## src/verilog/usb_state_pkg.sv

```systemverilog
// Package for the USB device state register block.
// Holds register offsets, field positions, reset values and irq layout.
package usb_state_pkg;

   // Register byte offsets (word aligned)
   localparam logic [7:0] OFF_DEVICE_STATE = 8'h04;
   localparam logic [7:0] OFF_DEVICE_ADDRESS = 8'h08;
   localparam logic [7:0] OFF_IRQ_ENABLE_SET = 8'h10;
   localparam logic [7:0] OFF_IRQ_ENABLE_CLR = 8'h14;
   localparam logic [7:0] OFF_IRQ_MASK = 8'h18;
   localparam logic [7:0] OFF_IRQ_STATUS = 8'h1c;
   localparam logic [7:0] OFF_EVENT_MASK = 8'h40;
   localparam logic [7:0] OFF_EVENT_STATUS = 8'h44;

   // Device state fields
   localparam int BIT_ADDRESS_STATE = 0;
   localparam int BIT_CONFIGURED = 1;

   // Device address fields
   localparam int ADDR_LSB = 0;
   localparam int ADDR_WIDTH = 7;
   localparam int BIT_FUNCTION_ENABLE = 8;

   // Interrupt enable fields
   localparam int BIT_SUSPEND_IRQ = 8;
   localparam int BIT_RESUME_IRQ = 9;
   localparam int BIT_FRAME_START_IRQ = 11;
   localparam int BIT_WAKEUP_IRQ = 13;
   localparam logic [31:0] IRQ_BITS_MASK = 32'h0000_2b00;

   // Reset values
   localparam logic [6:0] RST_ADDRESS = 7'h00;
   // Endpoints come out of reset enabled
   localparam logic RST_FUNCTION_ENABLE = 1'b1;
   localparam logic [3:0] RST_IRQ_ENABLE = 4'h0;

   // Block event status bits
   localparam int EVT_BUS_RESET = 0;
   localparam int EVT_ADDRESSED = 1;
   localparam int EVT_CONFIG_CHANGE = 2;
   localparam int EVT_COUNT = 3;

endpackage
```

## src/verilog/sync_bit.sv

```systemverilog
// Two flip-flop synchroniser for one level.
// Assumes the input is asynchronous to i_sys_clk.
`timescale 1ns/1ps
module sync_bit #(
   parameter logic RESET_VALUE = 1'b0
) (
   // Clock and reset
   input wire logic i_sys_clk,
   input wire logic i_rst,
   // Level
   input wire logic i_async,
   output logic o_sync
);

   logic stage1;
   logic next_stage1;
   logic next_sync;

   // No reset mux ahead of the first stage: only a wire meets the pin
   always_comb begin
      next_stage1 = i_async;
      next_sync = stage1;
      if (i_rst) begin
         next_sync = RESET_VALUE;
      end
   end

   always_ff @(posedge i_sys_clk) begin
      stage1 <= next_stage1;
      o_sync <= next_sync;
   end

endmodule

```

## src/verilog/usb_device_state_regs.sv

```systemverilog
// USB device state registers: address/configured flags, function
// address, endpoint enable and interrupt enables, over Avalon-MM.
// Assumes bus reset and data-request pins come from the USB link side,
// asynchronous to i_sys_clk.
//
// Implementation choices: the Avalon-MM interface to the registers and the placing of the registers.
`timescale 1ns/1ps
module usb_device_state_regs (
   // Clock and reset
   input wire logic i_sys_clk,
   input wire logic i_rst,
   // Avalon-MM slave
   input wire logic [7:0] i_avs_address,
   input wire logic i_avs_read,
   input wire logic i_avs_write,
   input wire logic [31:0] i_avs_writedata,
   input wire logic [3:0] i_avs_byteenable,
   output logic [31:0] o_avs_readdata,
   output logic o_avs_waitrequest,
   // USB link side
   input wire logic i_usb_bus_reset,
   input wire logic i_usb_data_request,
   output logic o_usb_data_grant,
   // Device state out
   output logic o_address_state,
   output logic o_configured,
   output logic [6:0] o_assigned_bus_address,
   output logic o_endpoint_function_enable,
   output logic [3:0] o_irq_enable,
   // Interrupt
   output logic o_irq
);

   localparam int EW = usb_state_pkg::EVT_COUNT;

   // Synchronised link pins
   logic bus_reset_s;
   logic data_request_s;
   logic bus_reset_d;

   sync_bit #(.RESET_VALUE(1'b0)) u_sync_reset (
      .i_sys_clk(i_sys_clk),
      .i_rst(i_rst),
      .i_async(i_usb_bus_reset),
      .o_sync(bus_reset_s)
   );

   sync_bit #(.RESET_VALUE(1'b0)) u_sync_req (
      .i_sys_clk(i_sys_clk),
      .i_rst(i_rst),
      .i_async(i_usb_data_request),
      .o_sync(data_request_s)
   );

   // Bus handshake
   // One wait cycle: request held with waitrequest high, answered next edge.
   logic bus_ack;
   logic next_bus_ack;
   logic waitrequest;
   logic next_waitrequest;
   logic [31:0] next_readdata;
   logic bus_req;
   logic wr_hit;
   logic rd_take;
   logic [31:0] wmask;

   assign bus_req = (i_avs_read | i_avs_write) & ~bus_ack;
   assign wr_hit = i_avs_write & bus_ack;
   // Read data captured as the request is taken, so it stands in the answer cycle
   assign rd_take = i_avs_read & bus_req;
   assign wmask = {{8{i_avs_byteenable[3]}}, {8{i_avs_byteenable[2]}},
                   {8{i_avs_byteenable[1]}}, {8{i_avs_byteenable[0]}}};

   // Device state registers
   logic address_state;
   logic configured;
   logic [6:0] bus_address;
   logic function_enable;
   logic [3:0] irq_enable;
   logic [EW-1:0] evt_status;
   logic [EW-1:0] evt_mask;
   logic data_grant;
   logic irq;

   logic next_address_state;
   logic next_configured;
   logic [6:0] next_bus_address;
   logic next_function_enable;
   logic [3:0] next_irq_enable;
   logic [EW-1:0] next_evt_status;
   logic [EW-1:0] next_evt_mask;
   logic next_data_grant;
   logic next_irq;
   logic next_bus_reset_d;

   logic [31:0] wdata;
   logic [3:0] irq_wr_bits;
   logic [EW-1:0] evt_set;
   logic [31:0] rd_value;

   assign wdata = i_avs_writedata & wmask;

   // Packs the four enables into their register positions
   function automatic logic [31:0] pack_irq(input logic [3:0] en);
      logic [31:0] v;
      v = 32'h0000_0000;
      v[usb_state_pkg::BIT_SUSPEND_IRQ] = en[0];
      v[usb_state_pkg::BIT_RESUME_IRQ] = en[1];
      v[usb_state_pkg::BIT_FRAME_START_IRQ] = en[2];
      v[usb_state_pkg::BIT_WAKEUP_IRQ] = en[3];
      return v;
   endfunction

   always_comb begin
      irq_wr_bits = {wdata[usb_state_pkg::BIT_WAKEUP_IRQ],
                     wdata[usb_state_pkg::BIT_FRAME_START_IRQ],
                     wdata[usb_state_pkg::BIT_RESUME_IRQ],
                     wdata[usb_state_pkg::BIT_SUSPEND_IRQ]};
   end

   // Register read mux
   always_comb begin
      rd_value = 32'h0000_0000;
      unique case (i_avs_address)
         usb_state_pkg::OFF_DEVICE_STATE: begin
            rd_value[usb_state_pkg::BIT_ADDRESS_STATE] = address_state;
            rd_value[usb_state_pkg::BIT_CONFIGURED] = configured;
         end
         usb_state_pkg::OFF_DEVICE_ADDRESS: begin
            rd_value[6:0] = bus_address;
            rd_value[usb_state_pkg::BIT_FUNCTION_ENABLE] = function_enable;
         end
         usb_state_pkg::OFF_IRQ_MASK: begin
            rd_value = pack_irq(irq_enable);
         end
         usb_state_pkg::OFF_EVENT_MASK: begin
            rd_value[EW-1:0] = evt_mask;
         end
         usb_state_pkg::OFF_EVENT_STATUS: begin
            rd_value[EW-1:0] = evt_status;
         end
         default: begin
            rd_value = 32'h0000_0000;
         end
      endcase
   end

   // Events
   always_comb begin
      evt_set = '0;
      evt_set[usb_state_pkg::EVT_BUS_RESET] = bus_reset_s & ~bus_reset_d;
      evt_set[usb_state_pkg::EVT_ADDRESSED] = wr_hit
         & (i_avs_address == usb_state_pkg::OFF_DEVICE_STATE)
         & wdata[usb_state_pkg::BIT_ADDRESS_STATE] & ~address_state;
      evt_set[usb_state_pkg::EVT_CONFIG_CHANGE] = wr_hit
         & (i_avs_address == usb_state_pkg::OFF_DEVICE_STATE)
         & (wdata[usb_state_pkg::BIT_CONFIGURED] != configured)
         & i_avs_byteenable[0];
   end

   always_comb begin
      next_bus_ack = bus_req;
      next_readdata = rd_take ? rd_value : 32'h0000_0000;
      next_address_state = address_state;
      next_configured = configured;
      next_bus_address = bus_address;
      next_function_enable = function_enable;
      next_irq_enable = irq_enable;
      next_evt_mask = evt_mask;
      next_evt_status = evt_status;
      next_bus_reset_d = bus_reset_s;
      if (wr_hit) begin
         unique case (i_avs_address)
            usb_state_pkg::OFF_DEVICE_STATE: begin
               if (i_avs_byteenable[0]) begin
                  // Zero leaves address state alone
                  if (wdata[usb_state_pkg::BIT_ADDRESS_STATE]) begin
                     next_address_state = 1'b1;
                  end
                  next_configured = wdata[usb_state_pkg::BIT_CONFIGURED];
               end
            end
            usb_state_pkg::OFF_DEVICE_ADDRESS: begin
               if (i_avs_byteenable[0]) begin
                  next_bus_address = wdata[6:0];
               end
               if (i_avs_byteenable[1]) begin
                  next_function_enable = wdata[usb_state_pkg::BIT_FUNCTION_ENABLE];
               end
            end
            usb_state_pkg::OFF_IRQ_ENABLE_SET: begin
               next_irq_enable = irq_enable | irq_wr_bits;
            end
            usb_state_pkg::OFF_IRQ_ENABLE_CLR: begin
               next_irq_enable = irq_enable & ~irq_wr_bits;
            end
            usb_state_pkg::OFF_EVENT_MASK: begin
               next_evt_mask = wdata[EW-1:0];
            end
            default: begin
               next_evt_mask = evt_mask;
            end
         endcase
      end
      // Read clears status; a same-cycle event still lands
      // Cleared with the capture, so an event after it is never lost
      if (rd_take && i_avs_address == usb_state_pkg::OFF_EVENT_STATUS) begin
         next_evt_status = '0;
      end
      next_evt_status = next_evt_status | evt_set;
      // A host bus reset returns the device to the default state
      if (evt_set[usb_state_pkg::EVT_BUS_RESET]) begin
         next_address_state = 1'b0;
         next_configured = 1'b0;
         next_bus_address = usb_state_pkg::RST_ADDRESS;
      end
      // Grant drops on the same edge as the enable
      next_data_grant = data_request_s & next_function_enable;
      next_irq = |(next_evt_status & next_evt_mask);
      if (i_rst) begin
         next_bus_ack = 1'b0;
         next_readdata = 32'h0000_0000;
         next_address_state = 1'b0;
         next_configured = 1'b0;
         next_bus_address = usb_state_pkg::RST_ADDRESS;
         next_function_enable = usb_state_pkg::RST_FUNCTION_ENABLE;
         next_irq_enable = usb_state_pkg::RST_IRQ_ENABLE;
         next_evt_mask = '0;
         next_evt_status = '0;
         next_data_grant = 1'b0;
         next_irq = 1'b0;
         next_bus_reset_d = 1'b0;
      end
      next_waitrequest = ~next_bus_ack;
   end

   always_ff @(posedge i_sys_clk) begin
      bus_ack <= next_bus_ack;
      waitrequest <= next_waitrequest;
      o_avs_readdata <= next_readdata;
      address_state <= next_address_state;
      configured <= next_configured;
      bus_address <= next_bus_address;
      function_enable <= next_function_enable;
      irq_enable <= next_irq_enable;
      evt_mask <= next_evt_mask;
      evt_status <= next_evt_status;
      data_grant <= next_data_grant;
      irq <= next_irq;
      bus_reset_d <= next_bus_reset_d;
   end

   // Waitrequest low only in the answer cycle
   always_comb begin
      o_avs_waitrequest = waitrequest;
   end

   always_comb begin
      o_address_state = address_state;
      o_configured = configured;
      o_assigned_bus_address = bus_address;
      o_endpoint_function_enable = function_enable;
      o_irq_enable = irq_enable;
      o_usb_data_grant = data_grant;
      o_irq = irq;
   end

endmodule

```

## config.mk

```make
export PLATFORM = sky130hd
export DESIGN_NAME = usb_device_state_regs
export DESIGN_NICKNAME = d
export VERILOG_FILES = /design/src/verilog/usb_state_pkg.sv /design/src/verilog/sync_bit.sv /design/src/verilog/usb_device_state_regs.sv
export SDC_FILE = /design/constraint.sdc
export NUM_CORES = 1
export LEC_CHECK = 0
export ABC_AREA = 1
export BUFFER_PORTS_ARGS = -buffer_cell sky130_fd_sc_hd__buf_2
export CELL_PAD_IN_SITES_DETAIL_PLACEMENT = 1
export CELL_PAD_IN_SITES_GLOBAL_PLACEMENT = 1
export CORE_ASPECT_RATIO = 0.9
export CORE_MARGIN = 5
export CORE_UTILIZATION = 30
export DETAILED_ROUTE_END_ITERATION = 10
export PLACE_DENSITY_LB_ADDON = 0.1
export SETUP_SLACK_MARGIN = 0.4
export SYNTH_ARGS = -nofsm -noshare
export SYNTH_HDL_FRONTEND = slang
export SYNTH_SLANG_ARGS = --single-unit
```

## constraint.sdc

```tcl
create_clock -name i_sys_clk -period 1.44 [get_ports i_sys_clk]
set_input_delay 0.288 -clock i_sys_clk [delete_from_list [all_inputs] [get_ports i_sys_clk]]
set_output_delay 0.288 -clock i_sys_clk [all_outputs]
set_load 0.05 [all_outputs]
```

* Word level (Yosys, flattened, before mapping)
Index checks and enable logic that the tools add are counted.
** Storage, ports and cells
- Bits in registers :: 61
- Output and inout port bits :: 49
** Cells by class
- Multiplexer cells :: 11
- Reduce and logical (&&, ||, !) cells :: 11
- Equal/unequal tests :: 8
- Bitwise logic cells :: 24
** Operator list (number)
- $eq 8x5->1 const B :: 3
- $eq 8x7->1 const B :: 2
- $and 14x14->14 :: 1
- $and 1x1->1 :: 10
- $mux 3 :: 3
- $reduce_or 3->1 :: 3
- $eq 8x3->1 const B :: 1
- $eq 8x4->1 const B :: 1
- $pmux 2 s4 :: 1
- $pmux 4 s2 :: 1
- $not 1->1 :: 7
- $reduce_and 3->1 :: 2
- $and 4x4->4 :: 1
- $mux 1 :: 4
- $not 4->4 :: 1
- $or 4x4->4 :: 1
- $reduce_and 4->1 :: 1
- $reduce_or 2->1 :: 2
- $and 3x3->3 :: 1
- $or 3x3->3 :: 1
- $pmux 1 s3 :: 1
- $pmux 1 s2 :: 1
- $reduce_and 2->1 :: 1
- $reduce_bool 2->1 :: 1
- 3 further kinds :: 3

* Logic depth before layout (Yosys ltp)
Gate-level depths: netlist of run 1.
- Word-level depth :: 8
- Gate-level depth with buffers :: 9
- Depth with buffers taken out :: 9

* Hierarchy
Synthesis of run 1 repeated with hierarchy kept, for this count alone.
** Second synthesis, totals
- Cells, all modules :: 238
- Area total of the unflattened synthesis :: 1800.5 µm²
** Modules (own cells, without submodules)
- usb_device_state_regs :: area an instance 1700.4 µm², times used 1, cells an instance 230
- sync_bit :: area an instance 50.0 µm², times used 2, cells an instance 4

* Worst setup path after synthesis of run 1
OpenSTA, ideal clock, no wires.
- Path kind :: reg2reg
- Start point :: register configured (netlist: o_configured)
- End point :: register irq (netlist: o_irq)
- Clock period less this slack :: 1.304 ns
- Setup time :: 0.120 ns
- Stages on the path, launching flop included :: 7
- Data arrival time :: 1.184 ns
- Setup slack :: 0.136 ns
- Cells stage by stage :: dfxtp_1 -> inv_1 -> xor2_1 -> nand3_1 -> nand2_1 -> nand3_1 -> nand3_1
** On the way
- Cells in the longest elaborated chain, start to end :: 6
** Ends and longest elaborated chain
- start, declared :: line usb_device_state_regs.sv:76 : logic configured;
- start signal, assigned :: line usb_device_state_regs.sv:242 : configured <= next_configured;
- $ne 1x1->1 :: line usb_device_state_regs.sv:157 : & (wdata[usb_state_pkg::BIT_CONFIGURED] != configured)
- $and 1x1->1 :: line usb_device_state_regs.sv:157
- $and 1x1->1 :: line usb_device_state_regs.sv:158 : & i_avs_byteenable[0];
- $or 3x3->3 :: line usb_device_state_regs.sv:210 : next_evt_status = next_evt_status | evt_set;
- $and 3x3->3 :: line usb_device_state_regs.sv:219 : next_irq = |(next_evt_status & next_evt_mask);
- $reduce_or 3->1 :: line usb_device_state_regs.sv:219
- end signal, assigned :: line usb_device_state_regs.sv:249 : irq <= next_irq;
- end, declared :: line usb_device_state_regs.sv:83 : logic irq;
No other way between the ends.
A chain may end at the register's enable or synchronous reset.

* Worst setup path in the final report of run 1
- Start point :: register bus_ack
- End point :: register o_avs_readdata[1]
** On the way
- Cells in the longest elaborated chain, start to end :: 5
** Ends and longest elaborated chain
- start, declared :: line usb_device_state_regs.sv:57 : logic bus_ack;
- start signal, assigned :: line usb_device_state_regs.sv:238 : bus_ack <= next_bus_ack;
- $not 1->1 :: line usb_device_state_regs.sv:67 : assign bus_req = (i_avs_read | i_avs_write) & ~bus_ack;
- $and 1x1->1 :: line usb_device_state_regs.sv:67
- $and 1x1->1 :: line usb_device_state_regs.sv:70 : assign rd_take = i_avs_read & bus_req;
- $not 1->1 (no source line)
- $reduce_or 2->1 (no source line)
- end signal, assigned :: line usb_device_state_regs.sv:240 : o_avs_readdata <= next_readdata;
- end, declared :: line usb_device_state_regs.sv:18 : output logic [31:0] o_avs_readdata,
No other way between the ends.

==> summary by stage, run 1 <==
Outcome
The run finished with clean final reports.

Place
Summed over all nets, the half-perimeter wirelength after detailed placement is roughly 3.7 mm. At the end of routability-driven placement, the weighted congestion stood at between 0.8 and 0.9. Port buffering added between 50 and 60 buffers. The post-detailed-placement cell area is between 2000 and 2500 µm².

The number of placed instances, taps included, is roughly 360.

Clocking
The cts-stage hold buffer count is 0. CTS saw 40 sinks. TritonCTS created 5 clock buffers.

At the later pin of the worst-skew pair, clock insertion delay measures about 0.29 ns. The largest buffer count on any clock path is 2. Clock-pin slew was measured on the worst setup and hold paths at roughly 0.080 ns. The clock root buffer is sky130_fd_sc_hd__clkbuf_8. The CTS tree is done.

CTS built an H-tree with a depth of 2.

Routing
The final route contains roughly 1700 vias. In the routed layout, each cell is associated on average with a via count of about 4.3. The residual antenna-violating net count after detailed routing is 0. For this block, the initial DRC count from the detailed router was 38. The wire length per cell after detailed routing is between 10 and 15 µm. The first detailed-routing pass took 4 iterations. In the routed design, unresolved DRC markers number 0. The total length of routed wires is 4.97 mm.

Floorplan
The die covers between 7000 and 8000 µm². 99 I/O pins were placed. In this run the standard cell core region covers around 5800 µm². The number of rows in the core area is 26. The starting density of the core is 0.313. The width of the die is approximately 92 µm. The chip height is between 80 and 90 µm.

Job
The tool flagged a number of max-cap violations equal to 0.

Global routing
In the global route stage, met3 resource usage came out at 0.0424. Across every metal layer, demand over resource in global routing totals 0.132. The number of global-route vias before repair is around 1700.

The met2 routing resource usage after global routing is 0.225. The global-route met1 utilization is 0.160. The total overflow left after global routing is 0. The global routing stage identified its most utilized layer as met2.

The initial antenna violation count is 0. The first global-routing pass estimated approximately 8.1 mm of wire. Entering global routing, the biggest net connects 14 pins.

Final layout
Leaving out filler cells and counting taps, the final layout contains 388. The core utilization of the finished layout is 0.483. 0 antenna diodes ended up in the layout.

Relative to the synthesized area, the layout overhead comes to 54.3%. The number of fill cells in the layout is approximately 690. The net count reported at finish is approximately 370.

The area of all placed cells without fillers is ~2800 µm². The fraction of final layout cells sized beyond drive strength 1 is 0.475.

Logic synthesis
The Yosys warning count is 0. The count of mapped cells out of synthesis is between 200 and 250. The number of synthesized register bits is 40. The cell area after synthesis is approximately 1800 µm². In this run, distinct cell masters in the synthesized netlist total 27.

The mean instance size in the synthesized netlist is 7.58 µm². The sequential fraction of the synthesis area is 0.444.

Worst setup path
STA puts the critical path data required time at ~1.7 ns. The category of cells accounting for the largest share of critical-path delay is simple AND/OR/NAND/NOR gates. STA classifies the critical path startpoint as a flip-flop. STA classifies the critical path endpoint as a flip-flop. In this run the worst path has a maximum fanout of 3. Among all stages on the critical path, the largest delay is contributed by sky130_fd_sc_hd__dfxtp_2. The critical path is of the reg -> reg type.

The cell that appears most often on the critical path is sky130_fd_sc_hd__nor2_4. Data on the critical path arrives at its endpoint at 1.48 ns. The critical path goes through o21bai_4 > nor2_4 > inv_2 > nor2_4 > buf_6 > o21ai_2 > nor2_1. The largest single stage delay on the critical path is around 0.34 ns.

The count of buffer and inverter cells on the critical path is 2.

Hold path
The path class of the lowest-slack min-delay path is in -> reg.

Timing
The post-route minimum period is 1.24 ns. The final setup violation count is 0. Dividing the final minimum period by the clock period gives 0.864. The maximum frequency from static timing analysis is about 800 MHz. The count of final hold-check violations is 0. The count of final max-slew check failures is 0. Setup repair after global routing could not meet its margin everywhere. On the final layout, the worst clock skew is ~0.005 ns.

Pwr
The power per standard cell area is ~860 nW/µm². The power consumption is around 2400 µW. Summed over all cells, the static leakage comes to 0.00129 µW. The highest ir drop seen on vdd is about 0.00042 V.
[layout make-up]
type | instances | area (µm²) | share of cell area
clock buffer | 5 | 68.8 | 0.0247
clock inverter | 3 | 41.3 | 0.0148
inverter | 34 | 130 | 0.0467
multi-input combinational | 162 | 905 | 0.325
sequential | 40 | 842 | 0.302
tap | 70 | 87.6 | 0.0315
timing repair buffer | 74 | 709 | 0.255
[metal layers]
metal  vias to the layer above  share of wire
met5                         -              0
met4                         0          0.010
met3                         7          0.058
met2                        41           0.50
met1                       772           0.43
li1                        856              -
[what timing repair did]
item | CTS | global route
pin swaps | 7 | 5
gates resized for setup | 123 | 16
endpoints found under the setup margin | 56 | 57
setup buffers | 15 | 1
hold endpoints to repair | 0 | 0
gates cloned | 1 | 0
[state kept, by name (all words and copies together), names as in the netlist, named ones only]
signal and cells:
u_sync_req.stage1 1, o_avs_waitrequest 1, u_sync_reset.stage1 1, o_address_state 1, bus_ack 1, evt_mask 3, evt_status 3, o_assigned_bus_address 7
u_sync_req.o_sync 1, o_usb_data_grant 1, u_sync_reset.o_sync 1, o_endpoint_function_enable 1, bus_reset_d 1, o_avs_readdata 11, o_irq 1, o_configured 1
[kinds of logic (layout without fill, tap and decap cells)]
logic type	after synthesis	count (layout)	synth area share
buf+inv	57	116	0.167
flops	40	40	0.444
compound gates	29	29	0.101
simple gates	110	111	0.282
xor+xnor	1	1	0.00486
other cells	1	21	0.00208
[Yosys cell counts]
| cell type | instances | area share |
|---|---|---|
| sky130_fd_sc_hd__o21ai_1 | 2 | 0.0055 |
| sky130_fd_sc_hd__a211oi_1 | 1 | 0.0042 |
| sky130_fd_sc_hd__clkinv_1 | 1 | 0.0021 |
| sky130_fd_sc_hd__nand2_2 | 2 | 0.0069 |
| sky130_fd_sc_hd__nor2_2 | 4 | 0.014 |
| sky130_fd_sc_hd__o21bai_1 | 1 | 0.0042 |
| sky130_fd_sc_hd__xor2_1 | 1 | 0.0049 |
| sky130_fd_sc_hd__buf_6 | 1 | 0.0062 |
| sky130_fd_sc_hd__conb_1 | 1 | 0.0021 |
| sky130_fd_sc_hd__dfxtp_1 | 40 | 0.44 |
| sky130_fd_sc_hd__nand2_1 | 43 | 0.089 |
| sky130_fd_sc_hd__nor2_8 | 1 | 0.011 |
| sky130_fd_sc_hd__nand3_1 | 19 | 0.053 |
| sky130_fd_sc_hd__o22ai_1 | 1 | 0.0035 |
| sky130_fd_sc_hd__buf_4 | 21 | 0.087 |
| sky130_fd_sc_hd__inv_2 | 2 | 0.0042 |
| sky130_fd_sc_hd__inv_1 | 31 | 0.064 |
| sky130_fd_sc_hd__nand3_2 | 1 | 0.0055 |
| sky130_fd_sc_hd__nor3_1 | 1 | 0.0028 |
| sky130_fd_sc_hd__nor2_4 | 3 | 0.019 |
| sky130_fd_sc_hd__nor2_1 | 34 | 0.071 |
| sky130_fd_sc_hd__nand4_1 | 1 | 0.0035 |
| sky130_fd_sc_hd__buf_2 | 1 | 0.0028 |
| sky130_fd_sc_hd__a21oi_1 | 15 | 0.042 |
| sky130_fd_sc_hd__nand2_4 | 1 | 0.0062 |
| sky130_fd_sc_hd__o21ai_0 | 5 | 0.014 |
| sky130_fd_sc_hd__a211oi_2 | 4 | 0.028 |
[path summary, 6_finish.rpt]
path,from,endpoint,slack (ns),depth (start not counted)
setup / recovery,bus_ack$_DFF_P_,o_avs_readdata[1]$_SDFF_PP0_,0.20,7
hold / removal,i_usb_bus_reset,u_sync_reset.stage1$_DFF_P_,0.09,1
setup reg to reg,bus_ack$_DFF_P_,o_avs_readdata[1]$_SDFF_PP0_,0.20,7
hold reg to reg,u_sync_reset.stage1$_DFF_P_,u_sync_reset.o_sync$_SDFF_PP0_,0.41,2
[cell usage in the layout, fill, tap and decap left out, drive strengths merged]
master and n:
buf 74, nand2 47, nor2 42, dfxtp 40, inv 34, conb 21, nand3 20, a21oi 15
o21ai 7, clkbuf 5, a211oi 5, clkinv 2, o21bai 1, xor2 1, nand4 1, o22ai 1
nor3 1, bufinv 1
[where the power goes]
group	internal (µW)	switching [µW]	total [µW]
sequential	1120	9.51	1130
combinational	97.7	259	357
clock	514	409	923
[through the flow]
step	setup slack, ns	hold slack (ns)	TNS [ns]
floorplan	0.337	0.316	0
global placement	-0.0109	0.392	-0.0109
detailed placement	-0.0192	0.393	-0.0192
CTS	0.226	0.0887	0
global route	0.107	0.0742	0
finish	0.196	0.0942	0
No activity file was read; power rests on OpenSTA's default activity.
==> inputs of run 2 (changes only) <==
- CTS_BUF_LIST: default -> sky130_fd_sc_hd__clkbuf_16
- SKIP_CTS_REPAIR_TIMING: default -> 1
==> run 2 against run 1 <==
  * Critical endpoint is now o_avs_readdata[8]$_SDFF_PP0_
  * Sequential share of layout area is 0.85 points lower
  * Power is 13% higher
  * Count of clock-buffer cells in the layout unchanged
  * Die area unchanged
  * Combinational power down 1%
  * Utilization is 1.5 points higher
  * Final cell count shrank 1.0%
  * Global-route usage is 1.0 points lower
  * Largest power group is now the clock network
  * Sequential cell count stayed put
  * Final area is 3.1% higher
  * Maximum frequency increased by 0.42%
  * Clock skew shrank 0.00064 ns
==> summary by stage, run 2 (synthesized netlist as in run 1, its figures left out) <==
Clocking
The clock root buffer is sky130_fd_sc_hd__clkbuf_16. The TritonCTS buffer count is 5 (unchanged). The worst-skew pair later-pin latency was 0.28 ns (about the same). The number of clock sinks seen by CTS is 40 (unchanged). The level count of the clock H-tree was 2 (unchanged). The clock-pin transition on the worst setup and hold timing paths is 0.06 ns (-0.02 ns). The largest buffer count on any clock path is 2 (unchanged).

The CTS tree is done.

Global routing
The overall track demand over capacity in global routing is 0.121 (-0.0105). The residual overflow from global routing is 0 (unchanged). The number of global-route vias before repair is 1592 (-6.5%).

The global-route wire length before repair was 7.51 mm (-7.8%). The largest net degree at the start of global routing is 14 (unchanged). The initial antenna violation count came to 0 (unchanged).

Pwr
The leakage power is 0.00131 µW (+0.99%). The power per standard cell area is 950 nW/µm² (+9.8%). The internal portion of total power is 2020 µW (+17%). The net switching power figure is 705 µW (+4.0%).

The power consumption is 2730 µW (+13%). The power share of the clock group was 0.457 (+0.074). The share of power burned in combinational logic was 0.130 (-0.018). The highest ir drop seen on vdd was 0.000552 V (+32%).

The share of total power consumed by net switching was 0.259 (-0.0227). The fraction of power consumed by sequential logic was 0.414 (-0.054).

Timing
Setup repair after global routing could not meet its margin everywhere. The total negative slack was 0 ns (unchanged). The final clock skew was 0.00427 ns (-0.000638 ns). The portion of the clock cycle consumed by the worst path in the final layout is 0.861 (-0.00358). The worst hold margin came to 0.111 ns (+0.0168 ns). The final setup violation count is 0 (unchanged). The maximum frequency from static timing analysis is 807 MHz (+0.42%). The minimum setup slack in the final design is 0.201 ns (+0.00516 ns). The post-route minimum period came to 1.24 ns (-0.00516 ns). The count of final max-slew check failures is 0 (unchanged).

The count of final hold-check violations is 0 (unchanged).

Final layout
In the layout the commonest cells are sky130_fd_sc_hd__nand2_1 (34), sky130_fd_sc_hd__inv_1 (30), sky130_fd_sc_hd__nor2_1 (25), sky130_fd_sc_hd__dfxtp_2 (25), sky130_fd_sc_hd__buf_2 (25). The count of inserted antenna diode cells came to 0 (unchanged). The library cell used most frequently in the layout, excluding fill and tap cells, is sky130_fd_sc_hd__nand2_1.

The fraction of final layout cells sized beyond drive strength 1 came to 0.510 (+0.0347). More flip-flops sit in one register than any other, and that register is o_avs_readdata. The number of fill cells in the layout is 685 (-1.3%). The area growth from synthesis to layout is 59.0%. The number of standard cells in the final layout excluding fillers is 384 (-1.0%).

The net count reported at finish is 363 (-1.1%). The number of flip-flops under the largest register name is 11 (unchanged).

Job
The number of maximum-capacitance constraint violations is 0 (unchanged).

Place
The placed wire-length estimate after detailed placement is 3.68 mm (unchanged). The final weighted congestion in routability-driven placement is 0.805 (unchanged). The instance count after placement with tap cells included is 363 (unchanged). The count of port buffers added during placement is 54 (unchanged). The post-place setup slack is -0.0192 ns (unchanged).

Worst setup path
The largest fanout of any net on the critical path is 5 (+2). The data arrival time at the worst-slack endpoint is 1.44 ns (-0.04 ns). STA classifies the critical path startpoint as a flip-flop. The required time at the worst-slack endpoint is 1.64 ns (-0.03 ns). By startpoint and endpoint, the worst setup path is classified as reg -> reg. The endpoint type of the worst setup path is a flip-flop.

Floorplan
The total die area is 7670 µm² (unchanged). The starting density of the core is 0.313 (unchanged). The number of rows in the core area is 26 (unchanged). The number of top-level pins came to 99 (unchanged). The core area is 5760 µm² (unchanged). The width of the die was 91.7 µm (unchanged). The chip height is 83.6 µm (unchanged).

Outcome
The flow ran to the end, and the final reports show no timing, DRC or antenna violations.

Routing
The iteration count of the initial detailed-routing pass is 4 (unchanged). The vias after detailed routing is 1676 (unchanged). The wire length per cell after detailed routing is 13.3 µm (+3.7%). The total length of routed wires came to 5.10 mm (+2.6%).

The residual antenna-violating net count after detailed routing was 0 (unchanged). The via-per-instance ratio is 4.36 (+1.0%). The count of unresolved DRC violations after routing is 0 (unchanged). The starting DRC count in detailed routing is 49 (+29%).

Hold path
The path class of the lowest-slack min-delay path is in -> reg.
run 2: cell count changes in the layout (fill, tap and decap cells not counted), sizes merged:
cell / previous run / this run
buf: 74 / 70
nand2: 47 / 46
nor2: 42 / 43
run 2: through the flow:
stage	utilization	cell area (µm²)
after floorplan	-	1930
after global placement	0.372	2140
after detailed placement	0.372	2140
after CTS	0.400	2310
after global routing	0.498	2870
final	0.498	2870
run 2: worst paths after layout:
path | start | to | slack (ns) | cells past startpoint
setup / recovery | bus_ack$_DFF_P_ | o_avs_readdata[8]$_SDFF_PP0_ | 0.20 | 6
hold / removal | i_usb_bus_reset | u_sync_reset.stage1$_DFF_P_ | 0.11 | 1
setup reg to reg | bus_ack$_DFF_P_ | o_avs_readdata[8]$_SDFF_PP0_ | 0.20 | 6
hold reg to reg | u_sync_req.o_sync$_SDFF_PP0_ | o_usb_data_grant$_SDFF_PP0_ | 0.40 | 2
run 2: final cells by class:
class,count,area (µm²),share of cell area
repair buffers,70,658,0.229
clock inverters,3,41.3,0.0144
inverters,34,133,0.0462
clock buffers,5,125,0.0436
multi-input cells,162,981,0.342
flip-flops and latches,40,843,0.294
well taps,70,87.6,0.0305
run 2: worst max-delay path, stage by stage, from the launching register on:
cell                       delay [ns]
sky130_fd_sc_hd__dfxtp_2         0.33
sky130_fd_sc_hd__o21bai_1        0.16
sky130_fd_sc_hd__nor2_1          0.16
sky130_fd_sc_hd__inv_2           0.07
sky130_fd_sc_hd__nor2_4          0.21
sky130_fd_sc_hd__nand2_4         0.10
sky130_fd_sc_hd__o22ai_2         0.14
run 2: power by group through the flow:
stage | Sequential (µW) | Combinational (µW) | Clock, µW
6_report | 1130 | 353 | 1250
3_3_place_gp | 1150 | 299 | 0
5_1_grt | 1130 | 378 | 1340
4_1_cts | 1130 | 302 | 1280
2_1_floorplan | 1170 | 243 | 0
3_5_place_dp | 1150 | 302 | 0
run 2: per-layer routing:
layer | global-route usage | up-vias | wire length, µm
li1 | - | 854 | -
met4 | 0.0283 | 0 | 19
met3 | 0.0397 | 2 | 294
met1 | 0.152 | 780 | 2120
met5 | 0 | - | 0
met2 | 0.202 | 40 | 2660
==> inputs of run 3 (changes only) <==
- ABC_AREA: 1 -> default
- BUFFER_PORTS_ARGS: -buffer_cell sky130_fd_sc_hd__buf_2 -> -buffer_cell sky130_fd_sc_hd__buf_4
- CORE_UTILIZATION: 30 -> 31
- SYNTH_HIERARCHICAL: default -> 1
==> run 3 against run 2 <==
  * The flow now finishes with violations (setup timing)
  * Setup slack lost 0.31 ns
  * Critical path depth decreased by 1
  * Combinational power rose by 16%
  * Non-clock buffer count rose by 22
  * Worst hold slack hardly changed
  * Power shrank 5.8%
  * First-iteration DRC count increased by 29%
  * Synthesized cell count down 23%
  * Clock power decreased by 17%
  * Sequential power barely moved
  * Final area grew 12%
  * Synthesized area is 4.2% lower
  * Critical path type is now in -> reg
  * Critical endpoint is now o_irq$_SDFF_PP0_
  * Highest routed layer unchanged
==> summary by stage, run 3 <==
Clocking
The worst-skew pair later-pin latency is 0.28 ns (about the same). TritonCTS built the clock tree. The clock-pin transition on the worst setup and hold timing paths is 0.05 ns (about the same). The clock root buffer is sky130_fd_sc_hd__clkbuf_16. The largest buffer count on any clock path is 2 (unchanged). The level count of the clock H-tree is 2 (unchanged). The number of clock sinks seen by CTS was 40 (unchanged).

The TritonCTS buffer count came to 5 (unchanged).

Floorplan
The width of the die is 88.7 µm (-3.3%). The number of rows in the core area was 25 (-3.8%). The core area was 5320 µm² (-7.6%). The number of top-level pins is 99 (unchanged).

The total die area is 7170 µm² (-6.5%). The starting density of the core was 0.325 (+0.0116). The chip height is 80.8 µm (-3.3%).

Global routing
The number of global-route vias before repair was 1528 (-4.0%). The largest net degree at the start of global routing is 12 (-2). The initial antenna violation count came to 0 (unchanged). The met3 track demand over resource came to 0.0335 (-0.00621). The residual overflow from global routing was 0 (unchanged). The global-route wire length before repair was 7.27 mm (-3.1%). The overall track demand over capacity in global routing is 0.132 (+0.0110).

The global-route met1 utilization came to 0.163 (+0.0105). The met2 routing resource usage after global routing is 0.224 (+0.0223). After global routing, the most crowded layer is met2.

Place
The final weighted congestion in routability-driven placement is 0.778 (-3.4%). The count of port buffers added during placement came to 54 (unchanged). The placed wire-length estimate after detailed placement is 3.81 mm (+3.4%).

The instance count after placement with tap cells included came to 322 (-11%). The post-place setup slack is -0.407 ns (-0.388 ns).

Worst setup path
Traced cell by cell, the critical path runs through buf_6 > or4_4 > or3_4 > mux2i_4 > o221ai_2. The worst setup path is launched from an input port. STA classifies the critical path endpoint as a flip-flop. The largest fanout of any net on the critical path was 5 (unchanged).

In this run the worst setup path begins at i_avs_address[3]. The critical path's largest stage delay is 0.58 ns (+0.25 ns). The startpoint of the worst register-to-register path is bus_ack$_DFF_P_.

The data arrival time at the worst-slack endpoint came to 1.75 ns (+0.31 ns). The required time at the worst-slack endpoint is 1.64 ns (about the same). The slowest stage of the critical path belongs to the cell sky130_fd_sc_hd__or4_4. The logic depth of the worst register-to-register path came to 4 (-2).

The critical path in this run is classified as in -> reg.

Final layout
The number of standard cells in the final layout excluding fillers was 344 (-10%). The area taken by flip-flops and latches is 847 µm² (+0.45%). The fraction of final layout cells sized beyond drive strength 1 is 0.628 (+0.119). Leaving out fill and tap cells, the most frequent cell in the layout is sky130_fd_sc_hd__buf_4. The net count reported at finish was 326 (-10%). The number of fill cells in the layout is 551 (-20%). o_avs_readdata holds more flip-flops than any other register. The count of inserted antenna diode cells is 0 (unchanged). From synthesis to final layout, the design area changed by 85.6%. The core utilization of the finished layout was 0.603 (+0.105). The number of flip-flops under the largest register name was 11 (unchanged).

The library cells used most frequently in the layout, excluding fill and tap cells, are sky130_fd_sc_hd__buf_4 (42), sky130_fd_sc_hd__buf_8 (27), sky130_fd_sc_hd__buf_6 (23). The area of the multi-input gates came to 1140 µm² (+16%).

Hold path
The worst hold path begins at i_usb_bus_reset. The tightest min-delay check is of the in -> reg type. The worst hold path cell count was 1 (unchanged).

Routing
The starting DRC count in detailed routing was 63 (+29%). The iteration count of the initial detailed-routing pass is 4 (unchanged). The total length of routed wires is 5.72 mm (+12%). The via-per-instance ratio was 4.76 (+9.2%). The residual antenna-violating net count after detailed routing is 0 (unchanged). The wire length per cell after detailed routing is 16.6 µm (+25%). The vias after detailed routing was 1639 (-2.2%).

The count of unresolved DRC violations after routing is 0 (unchanged).

Pwr
The share of power burned in combinational logic is 0.159 (+0.029). The leakage power is 0.00136 µW (+4.3%). The power share of the clock group is 0.404 (-0.053). The net switching power figure is 687 µW (-2.5%). The power per standard cell area is 801 nW/µm² (-16%). The fraction of power consumed by sequential logic came to 0.436 (+0.022). The share of total power consumed by net switching came to 0.268 (+0.00906).

The internal portion of total power is 1880 µW (-6.9%). The highest ir drop seen on vdd is 0.000536 V (-2.9%).

Logic synthesis
The sequential fraction of the synthesis area is 0.463 (+0.0196). The cell area after synthesis came to 1730 µm² (-4.2%). The number of distinct library cells after synthesis is 39 (+44%).

The number of enable flip-flop cells after synthesis was 0 (unchanged). The top flip-flop cell by instance count after synthesis is sky130_fd_sc_hd__dfxtp_1. The share of flip-flops with an asynchronous set or reset is 0 (unchanged). sky130_fd_sc_hd__dfxtp_1 is the most common cell in the netlist. The mean instance size in the synthesized netlist was 9.39 µm² (+24%).

The Yosys warning count is 6 (+6). After synthesis, the cell types taking the most area are sky130_fd_sc_hd__dfxtp_1 (46%), sky130_fd_sc_hd__buf_4 (9.1%), sky130_fd_sc_hd__mux2i_1 (5.2%). The largest total area in the synthesized netlist belongs to sky130_fd_sc_hd__dfxtp_1.

By count the netlist is led by sky130_fd_sc_hd__dfxtp_1 (40), sky130_fd_sc_hd__buf_4 (21), sky130_fd_sc_hd__nor2_1 (15). The number of synthesized register bits is 40 (unchanged). The count of mapped cells out of synthesis is 184 (-23%). The area share of the leading cell type in the synthesized netlist was 0.463 (+0.0196).

Outcome
The flow ran to the end, but the final reports show violations. The checks that failed: setup timing.

Timing
The count of final max-slew check failures is 0 (unchanged). The final setup violation count is 2 (+2). Setup repair after global routing could not meet its margin everywhere.

The portion of the clock cycle consumed by the worst path in the final layout is 1.07 (+0.213). The maximum frequency from static timing analysis is 647 MHz (-20%). The minimum setup slack in the final design is -0.106 ns (-0.307 ns). The count of final hold-check violations is 0 (unchanged). The final clock skew is 0.00289 ns (-0.00139 ns). The post-route minimum period is 1.55 ns (+0.307 ns).

Job
The number of maximum-capacitance constraint violations came to 0 (unchanged).
[run 3: cell types whose count changed in the layout (fill, tap and decap cells not counted), moves of 14 or more]
cell	before	now
sky130_fd_sc_hd__buf_4	15	42
sky130_fd_sc_hd__nor2_1	25	11
sky130_fd_sc_hd__buf_2	25	0
sky130_fd_sc_hd__buf_6	8	23
sky130_fd_sc_hd__inv_1	30	8
sky130_fd_sc_hd__nand2_1	34	10
[run 3: layout make-up]
cell class	instances	share of cell area
clock inverter	3	0.00351
timing repair buffer	92	0.306
inverter	6	0.00702
clock buffer	5	0.0390
tap	67	0.0261
multi-input combinational	131	0.355
sequential	40	0.264
[run 3: per-stage QoR]
step,instance area [µm²],total power (µW),hold slack [ns],setup TNS [ns]
finish,3210,2570,0.111,-0.126
global route,3210,2660,0.0984,-0.136
CTS,2530,2520,0.107,-0.154
detailed placement,2390,1490,0.394,-5.30
global placement,2390,1490,0.393,-5.04
floorplan,1950,1400,0.316,-0.697
[run 3: worst paths after layout]
kind	slack, ns	to
min reg2reg	0.45	u_sync_reset/o_sync$_SDFF_PP0_
max	-0.11	o_irq$_SDFF_PP0_
max reg2reg	-0.05	o_irq$_SDFF_PP0_
min	0.11	u_sync_reset/stage1$_DFF_P_
[run 3: power groups by stage]
stage          Sequential, µW  Combinational (µW)  Clock (µW)
2_1_floorplan            1160                 235           0
3_3_place_gp             1150                 332           0
3_5_place_dp             1150                 333           0
4_1_cts                  1130                 335        1050
5_1_grt                  1120                 430        1110
6_report                 1120                 409        1040
[run 3: worst max-delay path, delay by kind of cell]
| kind | cells | cell delay, ns |
|---|---|---|
| AO/OA/AOI/OAI | 1 | 0.18 |
| buffers and inverters | 1 | 0.09 |
| multiplexers | 1 | 0.21 |
| AND/OR/NAND/NOR | 2 | 0.99 |
[run 3: layer usage]
layer | wire length (µm) | vias up
met1 | 2410 | 787
met2 | 2930 | 54
met4 | 87 | 0
li1 | - | 790
met3 | 295 | 8
met5 | 0 | -
[run 3: kinds of logic after synthesis]
family | synth area share
compound gates | 0.106
xor+xnor | 0.00507
buf+inv | 0.119
flops | 0.463
mux | 0.0601
other cells | 0.00217
simple gates | 0.245
